$ cat config.mk
export PLATFORM = sky130hd
export DESIGN_NAME = umc_control
export DESIGN_NICKNAME = d
export VERILOG_FILES = /design/src/umc_control.v /design/src/umc_sync.v
export VERILOG_INCLUDE_DIRS = /design/src /design/src/shared
export SDC_FILE = /design/constraint.sdc
export NUM_CORES = 1
export LEC_CHECK = 0
export BUFFER_PORTS_ARGS = -buffer_cell sky130_fd_sc_hd__buf_2
export CORE_UTILIZATION = 49
export CTS_CLUSTER_DIAMETER = 80
export CTS_CLUSTER_SIZE = 24
export DETAILED_ROUTE_END_ITERATION = 6
export MAX_ROUTING_LAYER = met4
export PLACE_DENSITY = 0.91
export SLEW_MARGIN = 40
export SYNTH_ARGS = -nofsm -noshare
export SYNTH_HDL_FRONTEND = slang
export SYNTH_HIERARCHICAL = 1
export SYNTH_SLANG_ARGS = --single-unit
$ cat constraint.sdc
create_clock -name CLK -period 2.65 [get_ports CLK]
set_input_delay 0.53 -clock CLK [delete_from_list [all_inputs] [get_ports CLK]]
set_output_delay 0.53 -clock CLK [all_outputs]
set_load 0.02 [all_outputs]
$ cat src/shared/umc_consts.vh
`ifndef UMC_CONSTS_VH
`define UMC_CONSTS_VH
`define UMC_ADDR_W 1
`define UMC_ADDR_CONTROL 1'h0
`define UMC_ADDR_CONFIG 1'h1
`define UMC_CTL_PPRST 6
`define UMC_CTL_SE0 5
`define UMC_CTL_PKT_OFF 4
`define UMC_CTL_EN 3
`define UMC_CTL_RESUME 2
`define UMC_CTL_SUSP 1
`define UMC_CTL_RSV_HI 7
`define UMC_CTL_RSV_LO 0
`define UMC_CFG_EYE 7
`define UMC_CFG_OEMON 6
`define UMC_CFG_PUEN 4
`define UMC_CFG_TRDIS 3
`define UMC_CFG_FULL_SPD 2
`define UMC_CFG_PPB_HI 1
`define UMC_CFG_PPB_LO 0
`define UMC_CTL_WMASK 8'h4e
`define UMC_CFG_WMASK 8'hdf
`define UMC_PPB_NONE 2'h0
`define UMC_RESET_BYTE 8'h00
`endif

$ cat src/umc_control.v
// Behaviour
// Setting module enable activates module and clears every ping-pong indicator.
// Module enable turns on the regulator when configuration enables it; code keeps it off while suspend is set.
// While module enable is clear, other control and status bits are ignored.
// Firmware configures everything before setting module enable.
// Live flag reads 1 during single-ended zero, else 0.
// Pointer reset bit holds pointers at even banks; firmware clears it.
// Pointer reset bit ignored when no ping-pong buffering is configured.
// SETUP token sets packet disable and halts token and packet processing.
// Software can only clear packet disable; clearing resumes processing.
// Pending events stay readable from the status FIFO while disabled.
// Resume bit drives resume signalling; firmware holds it 10 ms.
// Suspend enters low power and stops engine clock; clear restores it.
// In suspend the device stays attached with transceiver outputs idle; code leaves them active while resume is also set.
// Firmware suspends after idle interrupt, resumes after activity interrupt.
// Control bits 7 and 0 always read zero.
// Writable bits and packet disable reset to zero.
// Transceiver disable bit defaults 0, keeping internal transceiver connected.
// Speed bit set selects full speed, clear selects low speed.
// Pull-up enable acts only while the internal transceiver is enabled.
// Firmware sets speed, transceiver and pull-up only during setup.
// Bus single-ended zero is synchronised before it is readable.
`timescale 1ns/100ps
`default_nettype none
`include "umc_consts.vh"
module umc_control #(
   parameter RESUME_MS = 10
) (
   input wire CLK,
   input wire RST_B,
   input wire [`UMC_ADDR_W-1:0] ADDR,
   input wire [7:0] WDATA,
   input wire WR,
   input wire RD,
   output reg [7:0] RDATA,
   input wire BUS_SE0,
   input wire SETUP_TOKEN,
   input wire REGULATOR_CFG_EN,
   output wire MODULE_ACTIVE,
   output wire PINGPONG_IND_CLEAR,
   output wire PP_PTR_HOLD_EVEN,
   output wire PKT_PROCESS_EN,
   output wire STATUS_FIFO_READABLE,
   output wire RESUME_DRIVE,
   output wire ENGINE_CLK_EN,
   output wire LOW_POWER,
   output wire ATTACHED,
   output wire XCVR_IDLE,
   output wire INT_XCVR_EN,
   output wire FULL_SPEED,
   output wire PULLUP_EN,
   output wire REGULATOR_EN,
   output wire EYE_TEST,
   output wire OE_MONITOR,
   output wire [1:0] PPB_MODE
);
   reg [7:0] ctl_q;
   reg [7:0] ctl_d;
   reg [7:0] cfg_q;
   reg en_q;
   wire se0_sync;
   wire en;
   wire wr_ctl;
   wire wr_cfg;
   reg [7:0] ctl_view;

   // Decodes a select of the control register.
   function sel_control;
      input [`UMC_ADDR_W-1:0] sel_addr;
      begin
         sel_control = (sel_addr == `UMC_ADDR_CONTROL);
      end
   endfunction

   umc_sync u_se0 (
      .clk(CLK),
      .rst_b(RST_B),
      .d(BUS_SE0),
      .q(se0_sync)
   );

   assign wr_ctl = WR && sel_control(ADDR);
   assign wr_cfg = WR && (ADDR == `UMC_ADDR_CONFIG);
   assign en = ctl_q[`UMC_CTL_EN];

   always @* begin
      ctl_d = ctl_q;
      if (wr_ctl) begin
         ctl_d = (ctl_q & ~`UMC_CTL_WMASK) | (WDATA & `UMC_CTL_WMASK);
         if (!WDATA[`UMC_CTL_PKT_OFF]) begin
            ctl_d[`UMC_CTL_PKT_OFF] = 1'b0;
         end
      end
      if (en && SETUP_TOKEN) begin
         ctl_d[`UMC_CTL_PKT_OFF] = 1'b1;
      end
      ctl_d[`UMC_CTL_RSV_HI] = 1'b0;
      ctl_d[`UMC_CTL_RSV_LO] = 1'b0;
      ctl_d[`UMC_CTL_SE0] = 1'b0;
   end

   always @* begin
      ctl_view = ctl_q;
      ctl_view[`UMC_CTL_SE0] = se0_sync;
   end

   always @(posedge CLK or negedge RST_B) begin
      if (!RST_B) begin
         ctl_q <= `UMC_RESET_BYTE;
         cfg_q <= `UMC_RESET_BYTE;
         en_q <= 1'b0;
      end else begin
         ctl_q <= ctl_d;
         en_q <= ctl_q[`UMC_CTL_EN];
         if (wr_cfg) begin
            cfg_q <= WDATA & `UMC_CFG_WMASK;
         end
      end
   end

   always @(posedge CLK or negedge RST_B) begin
      if (!RST_B) begin
         RDATA <= `UMC_RESET_BYTE;
      end else if (RD) begin
         if (sel_control(ADDR)) begin
            RDATA <= ctl_view;
         end else begin
            RDATA <= cfg_q;
         end
      end else begin
         RDATA <= `UMC_RESET_BYTE;
      end
   end

   assign MODULE_ACTIVE = en;
   assign PINGPONG_IND_CLEAR = en && !en_q;
   assign REGULATOR_EN = en && REGULATOR_CFG_EN && !ctl_q[`UMC_CTL_SUSP];
   assign PPB_MODE = cfg_q[`UMC_CFG_PPB_HI:`UMC_CFG_PPB_LO];
   assign PP_PTR_HOLD_EVEN = en && ctl_q[`UMC_CTL_PPRST] && (PPB_MODE != `UMC_PPB_NONE);
   assign PKT_PROCESS_EN = en && !ctl_q[`UMC_CTL_PKT_OFF] && !ctl_q[`UMC_CTL_SUSP];
   assign STATUS_FIFO_READABLE = en;
   assign RESUME_DRIVE = en && ctl_q[`UMC_CTL_RESUME];
   assign ENGINE_CLK_EN = en && !ctl_q[`UMC_CTL_SUSP];
   assign LOW_POWER = en && ctl_q[`UMC_CTL_SUSP];
   assign ATTACHED = en;
   assign XCVR_IDLE = !en || (ctl_q[`UMC_CTL_SUSP] && !ctl_q[`UMC_CTL_RESUME]);
   assign INT_XCVR_EN = !cfg_q[`UMC_CFG_TRDIS];
   assign FULL_SPEED = cfg_q[`UMC_CFG_FULL_SPD];
   assign PULLUP_EN = en && cfg_q[`UMC_CFG_PUEN] && !cfg_q[`UMC_CFG_TRDIS];
   assign EYE_TEST = en && cfg_q[`UMC_CFG_EYE];
   assign OE_MONITOR = cfg_q[`UMC_CFG_OEMON] || cfg_q[`UMC_CFG_TRDIS];
endmodule // umc_control
`default_nettype wire

$ cat src/umc_sync.v
`timescale 1ns/100ps
`default_nettype none
module umc_sync (
   input wire clk,
   input wire rst_b,
   input wire d,
   output wire q
);
   reg s1_q;
   reg s2_q;
   always @(posedge clk or negedge rst_b) begin
      if (!rst_b) begin
         s1_q <= 1'b0;
         s2_q <= 1'b0;
      end else begin
         s1_q <= d;
         s2_q <= s1_q;
      end
   end
   assign q = s2_q;
endmodule // umc_sync
`default_nettype wire

# After elaboration in Yosys (flattened, before gate mapping)
# Cells that the tools add are included.
[classes] n_addsub=0 n_mul=0 n_div=0 order_cmp=0 eq_ne=0 shift=0 muxes=5 bitwise=2 reduce_logical=27
[ops] operator="$logic_and A1 B1 Y1" count=17
[ops] operator="$mux W8" count=2
[ops] operator="$or A5 B7 Y7" count=1
[ops] operator="$logic_not A1 Y1" count=6
[ops] operator="$mux W5" count=1
[ops] operator="$reduce_bool A2 Y1" count=2
[ops] operator="$logic_or A1 B1 Y1" count=2
[ops] operator="$mux W1" count=2
[ops] operator="$not A1 Y1" count=1
[totals] reg_bits=23 latch_bits=0 mem_bits_rw=0 rom_bits=0 inputBits=16 out_inout_bits=26 word_cells=41 mem_count=0

# Logic depth before layout (Yosys ltp)
# Gate-level depths: netlist (run 1).
[depth] depth_word=4 ltp_mapped=3 depth_no_buf=2

# Cells and area by module
# The synthesis (run 1) kept the hierarchy.
[modules_own_cells] mod="umc_control" instances=1 cells_per_inst=70 area_per_inst_um2=913.4 seq_area_each_um2=525.5
[modules_own_cells] mod="umc_sync" instances=1 cells_per_inst=2 area_per_inst_um2=50.0 seq_area_each_um2=50.0

# Least setup slack after synthesis (run 1)
# OpenSTA, ideal clock, no wires.
[synth_path] kind="reg-to-output" startpoint="register ctl_q[3]" endpoint="output PKT_PROCESS_EN" arrival_time_ps=1211 t_required_ps=2120 slack_ps=909 stages_incl_launch_ff=3 path_buffers=0 path_cell_list="dfrtp_1 > nor2b_1 > and2_1"
[synth_between] elab_chain_len=2
[synth_rtl] item="start: declaration" line_no="umc_control.v:57" rtl="reg [7:0] ctl_q;"
[synth_rtl] item="start signal: assignment" line_no="umc_control.v:109" rtl="ctl_q <= `UMC_RESET_BYTE;"
[synth_rtl] item="start signal: assignment" line_no="umc_control.v:113" rtl="ctl_q <= ctl_d;"
[synth_rtl] item="$logic_and A1 B1 Y1 (2 in series)" line_no="umc_control.v:140" rtl="assign PKT_PROCESS_EN = en && !ctl_q[`UMC_CTL_PKT_OFF] && !ctl_q[`UMC_CTL_SUSP];"
[synth_rtl] item="end: declaration" line_no="umc_control.v:42" rtl="output wire PKT_PROCESS_EN,"
# Every way passes these cells.

# Worst setup path after layout (run 1)
# Ends and elaborated chain as after synthesis.

==> results of run 1 <==
-- worst reg2reg max path, delay by kind of cell, from the launching register on --
family	cells	cell delay (ns)
DFF	1	0.54
AOI/OAI and AO/OA	2	0.33
-- stage by stage --
step / cells / hold WS, ns
after floorplan: 72 / 0.234
after global placement: 131 / 0.336
final: 135 / 0.168
after detailed placement: 131 / 0.350
after global routing: 135 / 0.190
after CTS: 135 / 0.184
-- where the power goes --
part	internal, mW	switching (mW)	total [mW]
combinational	0.0853	0.118	0.204
clock	0.0587	0.0946	0.153
sequential	0.391	0.0328	0.424
-- cell usage after synthesis (all sizes together) --
cell type | number | area (µm²)
clkbuf | 1 | 3.75
buf | 5 | 41.3
dfrtp | 23 | 576
and2 | 5 | 31.3
or2 | 1 | 6.26
and3 | 3 | 21.3
a22oi | 1 | 7.51
inv | 3 | 11.3
nor2 | 1 | 3.75
mux2i | 5 | 50.1
o211a | 1 | 10.0
mux2 | 11 | 124
nor2b | 8 | 57.6
o21ai | 2 | 10.0
nand2 | 2 | 10.0
-- worst min path at each step --
| stage | slack, ns | end |
|---|---|---|
| floorplan | 0.23 | RDATA[0] |
| global route | 0.19 | RDATA[7] |
| finish | 0.17 | RDATA[3] |
| CTS | 0.18 | RDATA[5] |
| detailed placement | 0.35 | u_se0/q |
| global placement | 0.34 | u_se0/q |
-- cell type report --
cell class              instances  area [µm²]
fillers                       142         607
flip-flops and latches         23         576
multi-input cells              40         332
repair buffers                 40         200
well taps                      25        31.3
clock buffers                   4        26.3
inverters                       3        11.3
-- flip-flops by register name (all words and copies together), names as in the netlist --
| register | cells |
|---|---|
| RDATA | 8 |
| cfg_q | 7 |
| ctl_q | 5 |
| en_q | 1 |
| u_se0/q | 1 |
| u_se0/s1_q | 1 |
-- cell usage in the layout (no fill, tap or decap) --
| cell type | instances |
|---|---|
| sky130_fd_sc_hd__and3_2 | 2 |
| sky130_fd_sc_hd__clkbuf_4 | 3 |
| sky130_fd_sc_hd__dfrtp_1 | 23 |
| sky130_fd_sc_hd__nand2_2 | 1 |
| sky130_fd_sc_hd__o211a_1 | 1 |
| sky130_fd_sc_hd__mux2i_1 | 5 |
| sky130_fd_sc_hd__mux2_2 | 11 |
| sky130_fd_sc_hd__a22oi_1 | 1 |
| sky130_fd_sc_hd__and3_1 | 1 |
| sky130_fd_sc_hd__nand2_1 | 1 |
| sky130_fd_sc_hd__or2_2 | 1 |
| sky130_fd_sc_hd__buf_2 | 40 |
| sky130_fd_sc_hd__inv_1 | 3 |
| sky130_fd_sc_hd__o21ai_0 | 2 |
| sky130_fd_sc_hd__nor2b_1 | 7 |
| sky130_fd_sc_hd__clkbuf_1 | 1 |
| sky130_fd_sc_hd__nor2_1 | 1 |
| sky130_fd_sc_hd__nor2b_4 | 1 |
| sky130_fd_sc_hd__and2_1 | 5 |
-- routing by layer --
| metal | up-vias | part of all wire |
|---|---|---|
| met5 | - | 0 |
| met4 | 0 | 0.024 |
| met3 | 5 | 0.033 |
| met2 | 21 | 0.54 |
| met1 | 326 | 0.40 |
| li1 | 309 | - |
-- cells by family after synthesis --
kind of cell,count (synthesis),synth area share
simple gates,20,0.135
flops,23,0.597
compound gates,4,0.0286
mux,16,0.181
buf+inv,9,0.0584
==> impl_results.html, run 1 <==
<table>
<tr><th>Metric</th><th>Value</th></tr>
<tr><th colspan="2">Job</th></tr>
<tr><td>Max-capacitance violation count</td><td>0</td></tr>
<tr><th colspan="2">Route</th></tr>
<tr><td>DRC violation total after the first TritonRoute iteration</td><td>13</td></tr>
<tr><td>Detailed Routing Iterations Pass 1</td><td>4</td></tr>
<tr><td>Antenna viol nets, final</td><td>0</td></tr>
<tr><td>Average via count per standard cell</td><td>4.90</td></tr>
<tr><td>Via total after detailed routing</td><td>661</td></tr>
<tr><td>Remaining design rule violation count</td><td>0</td></tr>
<tr><td>Sum of routed wire length over all layers</td><td>1750 µm</td></tr>
<tr><td>Average wire length per cell after detail routing</td><td>13.0 µm</td></tr>
<tr><th colspan="2">Global route</th></tr>
<tr><td>Antenna violations before repair</td><td>0</td></tr>
<tr><td>Via count of the first global-routing pass</td><td>570</td></tr>
<tr><td>Met1 Use GR</td><td>0.202</td></tr>
<tr><td>Wire length of the first global-routing pass</td><td>2490 µm</td></tr>
<tr><td>Layer carrying the most global-route usage</td><td>met2</td></tr>
<tr><td>Global-route track usage on met3</td><td>0.0471</td></tr>
<tr><td>M2 GR Usage</td><td>0.297</td></tr>
<tr><td>Overall global routing resource usage</td><td>0.186</td></tr>
<tr><td>Overflow left after global routing</td><td>0</td></tr>
<tr><td>Maximum number of pins on one net before global-route repair</td><td>24</td></tr>
<tr><th colspan="2">Critical path</th></tr>
<tr><td>Arrival time at the worst endpoint</td><td>1.43 ns</td></tr>
<tr><td>End of the worst register-to-register path</td><td>ctl_q[4]</td></tr>
<tr><td>Slowest-stage cell, CP</td><td>sky130_fd_sc_hd__dfrtp_1</td></tr>
<tr><td>Depth of the worst register-to-register path</td><td>2</td></tr>
<tr><td>Delay of the slowest critical-path stage</td><td>0.60 ns</td></tr>
<tr><td>Destination of the critical timing path</td><td>PKT_PROCESS_EN</td></tr>
<tr><td>Crit path buf inv count</td><td>1</td></tr>
<tr><td>Worst setup EP type</td><td>primary output</td></tr>
<tr><td>Worst reg-to-reg setup slack</td><td>1.65 ns</td></tr>
<tr><td>CP Launch Point</td><td>ctl_q[3]</td></tr>
<tr><td>Biggest fanout along the worst timing path</td><td>15</td></tr>
<tr><td>Family with the most delay on the worst path</td><td>flip-flops</td></tr>
<tr><td>Crit path launch type</td><td>flop</td></tr>
<tr><td>Worst-path cell chain</td><td>nor2b_1, and2_1, buf_2</td></tr>
<tr><td>Worst Path Required</td><td>2.12 ns</td></tr>
<tr><td>Critical path depth in cells</td><td>3</td></tr>
<tr><td>Crit Path Category</td><td>reg2out</td></tr>
<tr><td>FF-to-FF Start</td><td>ctl_q[3]</td></tr>
<tr><th colspan="2">Cells and area</th></tr>
<tr><td>Ratio of cells with drive above 1 in the final layout</td><td>0.536</td></tr>
<tr><td>Total number of nets in the final design</td><td>127</td></tr>
<tr><td>Synthesis-to-finish area growth</td><td>22.1%</td></tr>
<tr><td>Layout Utilization</td><td>0.660</td></tr>
<tr><td># diodes</td><td>0</td></tr>
<tr><td>Design Area, Final</td><td>1180 µm²</td></tr>
<tr><th colspan="2">Yosys</th></tr>
<tr><td>Warnings from Yosys</td><td>6</td></tr>
<tr><td>Gate Count Post-Synth</td><td>72</td></tr>
<tr><td>Average cell area after synthesis</td><td>13.4 µm²</td></tr>
<tr><td>Area of the mapped netlist</td><td>963 µm²</td></tr>
<tr><td>Post-synthesis sequential element count</td><td>23</td></tr>
<tr><td>Post-Syn Nets</td><td>88</td></tr>
<tr><td>Post-synthesis sequential area ratio</td><td>0.597</td></tr>
<tr><td>Post-synthesis cell type count</td><td>19</td></tr>
<tr><th colspan="2">CTS</th></tr>
<tr><td>Number of buffers added to fix hold violations after cts</td><td>0</td></tr>
<tr><td>Post-cts sizing count</td><td>0</td></tr>
<tr><td>Clock transition at the registers of the reported paths</td><td>0.11 ns</td></tr>
<tr><td>Post-CTS Setup Bufs</td><td>0</td></tr>
<tr><td>Clock Tree Root</td><td>sky130_fd_sc_hd__clkbuf_4</td></tr>
<tr><td>Clock sink count</td><td>23</td></tr>
<tr><td>Maximum count of clock buffers along a single path</td><td>2</td></tr>
<tr><td>CTS buffer count</td><td>3</td></tr>
<tr><td>CTS tree</td><td>yes</td></tr>
<tr><td>Insertion delay to the later sink of the worst-skew pair</td><td>0.30 ns</td></tr>
<tr><td># H-tree levels</td><td>1</td></tr>
<tr><th colspan="2">Timing</th></tr>
<tr><td>Count of pins over their slew limit</td><td>0</td></tr>
<tr><td>Worst slew pin tran</td><td>0.484 ns</td></tr>
<tr><td>Final setup margin</td><td>0.691 ns</td></tr>
<tr><td>Relative slew slack</td><td>0.677</td></tr>
<tr><td>Timing-limited maximum frequency</td><td>0.510 GHz</td></tr>
<tr><td>Fin crit period</td><td>1.96 ns</td></tr>
<tr><td>Total negative setup slack</td><td>0 ns</td></tr>
<tr><td>Hold Violations, Final</td><td>0</td></tr>
<tr><td>Number of setup violations in the final report</td><td>0</td></tr>
<tr><td>Skew final</td><td>0.000753 ns</td></tr>
<tr><td>Final worst path period share</td><td>0.739</td></tr>
<tr><td>Setup repair after global routing missed its margin</td><td>no</td></tr>
<tr><th colspan="2">Floorplan</th></tr>
<tr><td>Floorplan die width</td><td>46.3 µm</td></tr>
<tr><td>Row count</td><td>15</td></tr>
<tr><td>Die Footprint</td><td>2150 µm²</td></tr>
<tr><td>Vertical die dimension</td><td>46.3 µm</td></tr>
<tr><td>Initial cell density of the core</td><td>0.540</td></tr>
<tr><td>Number of top-level pins</td><td>42</td></tr>
<tr><td>Core Footprint</td><td>1780 µm²</td></tr>
<tr><th colspan="2">Worst hold path</th></tr>
<tr><td>Min-Delay Path Class</td><td>in2async</td></tr>
<tr><th colspan="2">Power and ir drop</th></tr>
<tr><td>Power density normalized to cell area</td><td>664 nW/µm²</td></tr>
<tr><td>Sum of internal, switching and leakage power</td><td>0.781 mW</td></tr>
<tr><td>Max VDD drop</td><td>0.000356 V</td></tr>
<tr><td>Reported leakage power</td><td>0.638 nW</td></tr>
<tr><th colspan="2">Place</th></tr>
<tr><td>Number of buffer cells added on primary ports</td><td>40</td></tr>
<tr><td>Cell area reported after detailed placement</td><td>1150 µm²</td></tr>
<tr><td>Placement Setup Slack</td><td>1.04 ns</td></tr>
<tr><td>GP Congestion</td><td>0.734</td></tr>
<tr><th colspan="2">Run status</th></tr>
<tr><td>Result of the run</td><td>completed</td></tr>
</table>
Power figures use the tool's default switching activity.
==> run 2: changes to the inputs <==
- CORE_UTILIZATION: 49 -> 45
- PLACE_DENSITY: 0.91 -> 0.85
- clock period: 2.65 -> 2 ns (I/O delays scaled with it)
==> run 2 against run 1 <==
Against the previous run: non-clock buffer count did not move; largest power group unchanged; clock-buffer cell count did not move; critical endpoint unchanged; final cell count rose by 1.5%; register-to-register slack got worse by 0.61 ns.
==> impl_results.html, run 2 (synthesized netlist as in run 1, its figures left out) <==
<table>
<tr><th>Metric</th><th>Value</th></tr>
<tr><th colspan="2">Floorplan</th></tr>
<tr><td>Row count</td><td>16 (+1)</td></tr>
<tr><td>Floorplan die width</td><td>48.3 µm (+4.2%)</td></tr>
<tr><td>Number of top-level pins</td><td>42 (unchanged)</td></tr>
<tr><td>Core Footprint</td><td>1980 µm² (+11%)</td></tr>
<tr><td>Initial cell density of the core</td><td>0.486 (-0.0542)</td></tr>
<tr><td>Vertical die dimension</td><td>48.3 µm (+4.2%)</td></tr>
<tr><td>Die Footprint</td><td>2330 µm² (+8.5%)</td></tr>
<tr><th colspan="2">Cells and area</th></tr>
<tr><td>Design Area, Final</td><td>1180 µm² (+0.21%)</td></tr>
<tr><td>Filler cell count</td><td>184 (+30%)</td></tr>
<tr><td>Layout Utilization</td><td>0.595 (-0.0650)</td></tr>
<tr><td>Ratio of cells with drive above 1 in the final layout</td><td>0.536 (unchanged)</td></tr>
<tr><td>Commonest non-fill, non-tap cell in the layout</td><td>sky130_fd_sc_hd__buf_2</td></tr>
<tr><td>Synthesis-to-finish area growth</td><td>22.3%</td></tr>
<tr><td>Number of flip-flops under the largest register name</td><td>8 (unchanged)</td></tr>
<tr><td>Total number of nets in the final design</td><td>127 (unchanged)</td></tr>
<tr><td>Largest registers ranked by flip-flop count</td><td>RDATA (8), cfg_q (7), ctl_q (5)</td></tr>
<tr><td>Top register by number of flip-flops</td><td>RDATA</td></tr>
<tr><td># diodes</td><td>0 (unchanged)</td></tr>
<tr><td>Commonest cells after routing, fill and taps aside</td><td>sky130_fd_sc_hd__buf_2, sky130_fd_sc_hd__dfrtp_1, sky130_fd_sc_hd__mux2_2</td></tr>
<tr><th colspan="2">Timing</th></tr>
<tr><td>Final worst path period share</td><td>0.900</td></tr>
<tr><td>Number of setup violations in the final report</td><td>0 (unchanged)</td></tr>
<tr><td>Hold Violations, Final</td><td>0 (unchanged)</td></tr>
<tr><td>Skew final</td><td>0.00103 ns (+0.000278 ns)</td></tr>
<tr><td>Setup repair after global routing missed its margin</td><td>no</td></tr>
<tr><td>Timing-limited maximum frequency</td><td>0.556 GHz</td></tr>
<tr><td>Worst slew pin tran</td><td>0.491 ns (+0.00656 ns)</td></tr>
<tr><td>Total negative setup slack</td><td>0 ns (unchanged)</td></tr>
<tr><td>Fin crit period</td><td>1.80 ns</td></tr>
<tr><td>Final setup margin</td><td>0.200 ns (-0.491 ns)</td></tr>
<tr><td>Count of pins over their slew limit</td><td>0 (unchanged)</td></tr>
<tr><td>Relative slew slack</td><td>0.673 (-0.00437)</td></tr>
<tr><th colspan="2">Run status</th></tr>
<tr><td>Result of the run</td><td>completed</td></tr>
<tr><th colspan="2">Critical path</th></tr>
<tr><td>Depth of the worst register-to-register path</td><td>2 (unchanged)</td></tr>
<tr><td>Slowest-stage cell, CP</td><td>sky130_fd_sc_hd__dfrtp_1</td></tr>
<tr><td>Worst setup EP type</td><td>primary output</td></tr>
<tr><td>Crit path buf inv count</td><td>1 (unchanged)</td></tr>
<tr><td>Arrival time at the worst endpoint</td><td>1.40 ns (-0.03 ns)</td></tr>
<tr><td>Worst Path Required</td><td>1.60 ns (-0.52 ns)</td></tr>
<tr><td>CP Launch Point</td><td>ctl_q[3]</td></tr>
<tr><td>FF-to-FF Start</td><td>ctl_q[3]</td></tr>
<tr><td>Delay of the slowest critical-path stage</td><td>0.59 ns (about the same)</td></tr>
<tr><td>Destination of the critical timing path</td><td>PKT_PROCESS_EN</td></tr>
<tr><td>Crit Path Category</td><td>reg2out</td></tr>
<tr><td>End of the worst register-to-register path</td><td>ctl_q[4]</td></tr>
<tr><td>Worst reg-to-reg setup slack</td><td>1.04 ns (-0.61 ns)</td></tr>
<tr><td>Biggest fanout along the worst timing path</td><td>15 (unchanged)</td></tr>
<tr><td>Critical path depth in cells</td><td>3 (unchanged)</td></tr>
<tr><td>Family with the most delay on the worst path</td><td>flip-flops</td></tr>
<tr><td>Worst-path cell chain</td><td>nor2b_1, and2_1, buf_2</td></tr>
<tr><td>Crit path launch type</td><td>flop</td></tr>
<tr><th colspan="2">Route</th></tr>
<tr><td>Antenna viol nets, final</td><td>0 (unchanged)</td></tr>
<tr><td>Via total after detailed routing</td><td>651 (-1.5%)</td></tr>
<tr><td>Remaining design rule violation count</td><td>0 (unchanged)</td></tr>
<tr><td>Detailed Routing Iterations Pass 1</td><td>4 (unchanged)</td></tr>
<tr><td>Sum of routed wire length over all layers</td><td>1620 µm (-7.5%)</td></tr>
<tr><td>DRC violation total after the first TritonRoute iteration</td><td>7 (-6)</td></tr>
<tr><td>Average via count per standard cell</td><td>4.75 (-3.0%)</td></tr>
<tr><td>Average wire length per cell after detail routing</td><td>11.8 µm (-8.8%)</td></tr>
<tr><th colspan="2">Global route</th></tr>
<tr><td>Maximum number of pins on one net before global-route repair</td><td>24 (unchanged)</td></tr>
<tr><td>Overflow left after global routing</td><td>0 (unchanged)</td></tr>
<tr><td>Antenna violations before repair</td><td>0 (unchanged)</td></tr>
<tr><td>Overall global routing resource usage</td><td>0.161 (-0.0254)</td></tr>
<tr><td>Via count of the first global-routing pass</td><td>565 (-0.88%)</td></tr>
<tr><td>Wire length of the first global-routing pass</td><td>2370 µm (-5.0%)</td></tr>
<tr><th colspan="2">CTS</th></tr>
<tr><td>Insertion delay to the later sink of the worst-skew pair</td><td>0.29 ns (about the same)</td></tr>
<tr><td>Post-cts sizing count</td><td>0 (unchanged)</td></tr>
<tr><td>Post-CTS Setup Bufs</td><td>0 (unchanged)</td></tr>
<tr><td>Clock Tree Root</td><td>sky130_fd_sc_hd__clkbuf_4</td></tr>
<tr><td>CTS tree</td><td>yes</td></tr>
<tr><td>CTS buffer count</td><td>3 (unchanged)</td></tr>
<tr><td>Maximum count of clock buffers along a single path</td><td>2 (unchanged)</td></tr>
<tr><td>Number of buffers added to fix hold violations after cts</td><td>0 (unchanged)</td></tr>
<tr><td># H-tree levels</td><td>1 (unchanged)</td></tr>
<tr><td>Clock sink count</td><td>23 (unchanged)</td></tr>
<tr><td>Clock transition at the registers of the reported paths</td><td>0.11 ns (about the same)</td></tr>
<tr><th colspan="2">Place</th></tr>
<tr><td>Cell area reported after detailed placement</td><td>1150 µm² (+0.22%)</td></tr>
<tr><td>GP Congestion</td><td>0.725 (-1.2%)</td></tr>
<tr><td>Placement Setup Slack</td><td>0.522 ns (-0.519 ns)</td></tr>
<tr><td>Estimated wirelength of the detail-placed design</td><td>1230 µm</td></tr>
<tr><td>Number of buffer cells added on primary ports</td><td>40 (unchanged)</td></tr>
<tr><th colspan="2">Power and ir drop</th></tr>
<tr><td>Max VDD drop</td><td>0.000586 V (+64%)</td></tr>
<tr><td>Power density normalized to cell area</td><td>872 nW/µm² (+31%)</td></tr>
<tr><td>Reported leakage power</td><td>0.638 nW (unchanged)</td></tr>
<tr><th colspan="2">Job</th></tr>
<tr><td>Max-capacitance violation count</td><td>0 (unchanged)</td></tr>
<tr><th colspan="2">Worst hold path</th></tr>
<tr><td>Min-Delay Path Class</td><td>in2async</td></tr>
</table>
==> run 2: metal layers <==
layer,vias to the layer above,wire [µm],track usage
met4,0,12,0.0833
met3,2,76,0.0222
met1,316,703,0.181
met5,-,0,-
li1,314,-,-
met2,19,826,0.275
==> run 2: worst min path at each step <==
| stage | end | slack [ns] | cells past startpoint |
|---|---|---|---|
| floorplan | RDATA[0] | 0.10 | 0 |
| detailed placement | u_se0/q | 0.33 | 0 |
| global placement | u_se0/q | 0.33 | 0 |
| global route | RDATA[5] | 0.06 | 1 |
| finish | RDATA[5] | 0.05 | 1 |
| CTS | RDATA[7] | 0.06 | 1 |
==> run 2: final cells by class <==
| cell class | instances | area (µm²) | area share |
|---|---|---|---|
| tap | 27 | 33.8 | 0.0287 |
| inverter | 3 | 11.3 | 0.00955 |
| clock buffer | 4 | 26.3 | 0.0223 |
| sequential | 23 | 576 | 0.488 |
| multi-input combinational | 40 | 332 | 0.281 |
| timing repair buffer | 40 | 200 | 0.170 |
==> run 2: where the power goes <==
part	total [mW]	leakage, nW	internal, mW	switching [mW]
Combinational	0.268	0.344	0.113	0.155
Clock	0.200	0.0150	0.0775	0.123
Sequential	0.560	0.279	0.519	0.0410
Total	1.03	0.638	0.709	0.319
==> run 2: metrics by stage <==
step	cells	power [mW]	hold WS, ns
floorplan	72	0.755	0.104
global placement	133	0.833	0.335
detailed placement	133	0.842	0.335
CTS	137	1.04	0.0556
global route	137	1.10	0.0620
finish	137	1.03	0.0505
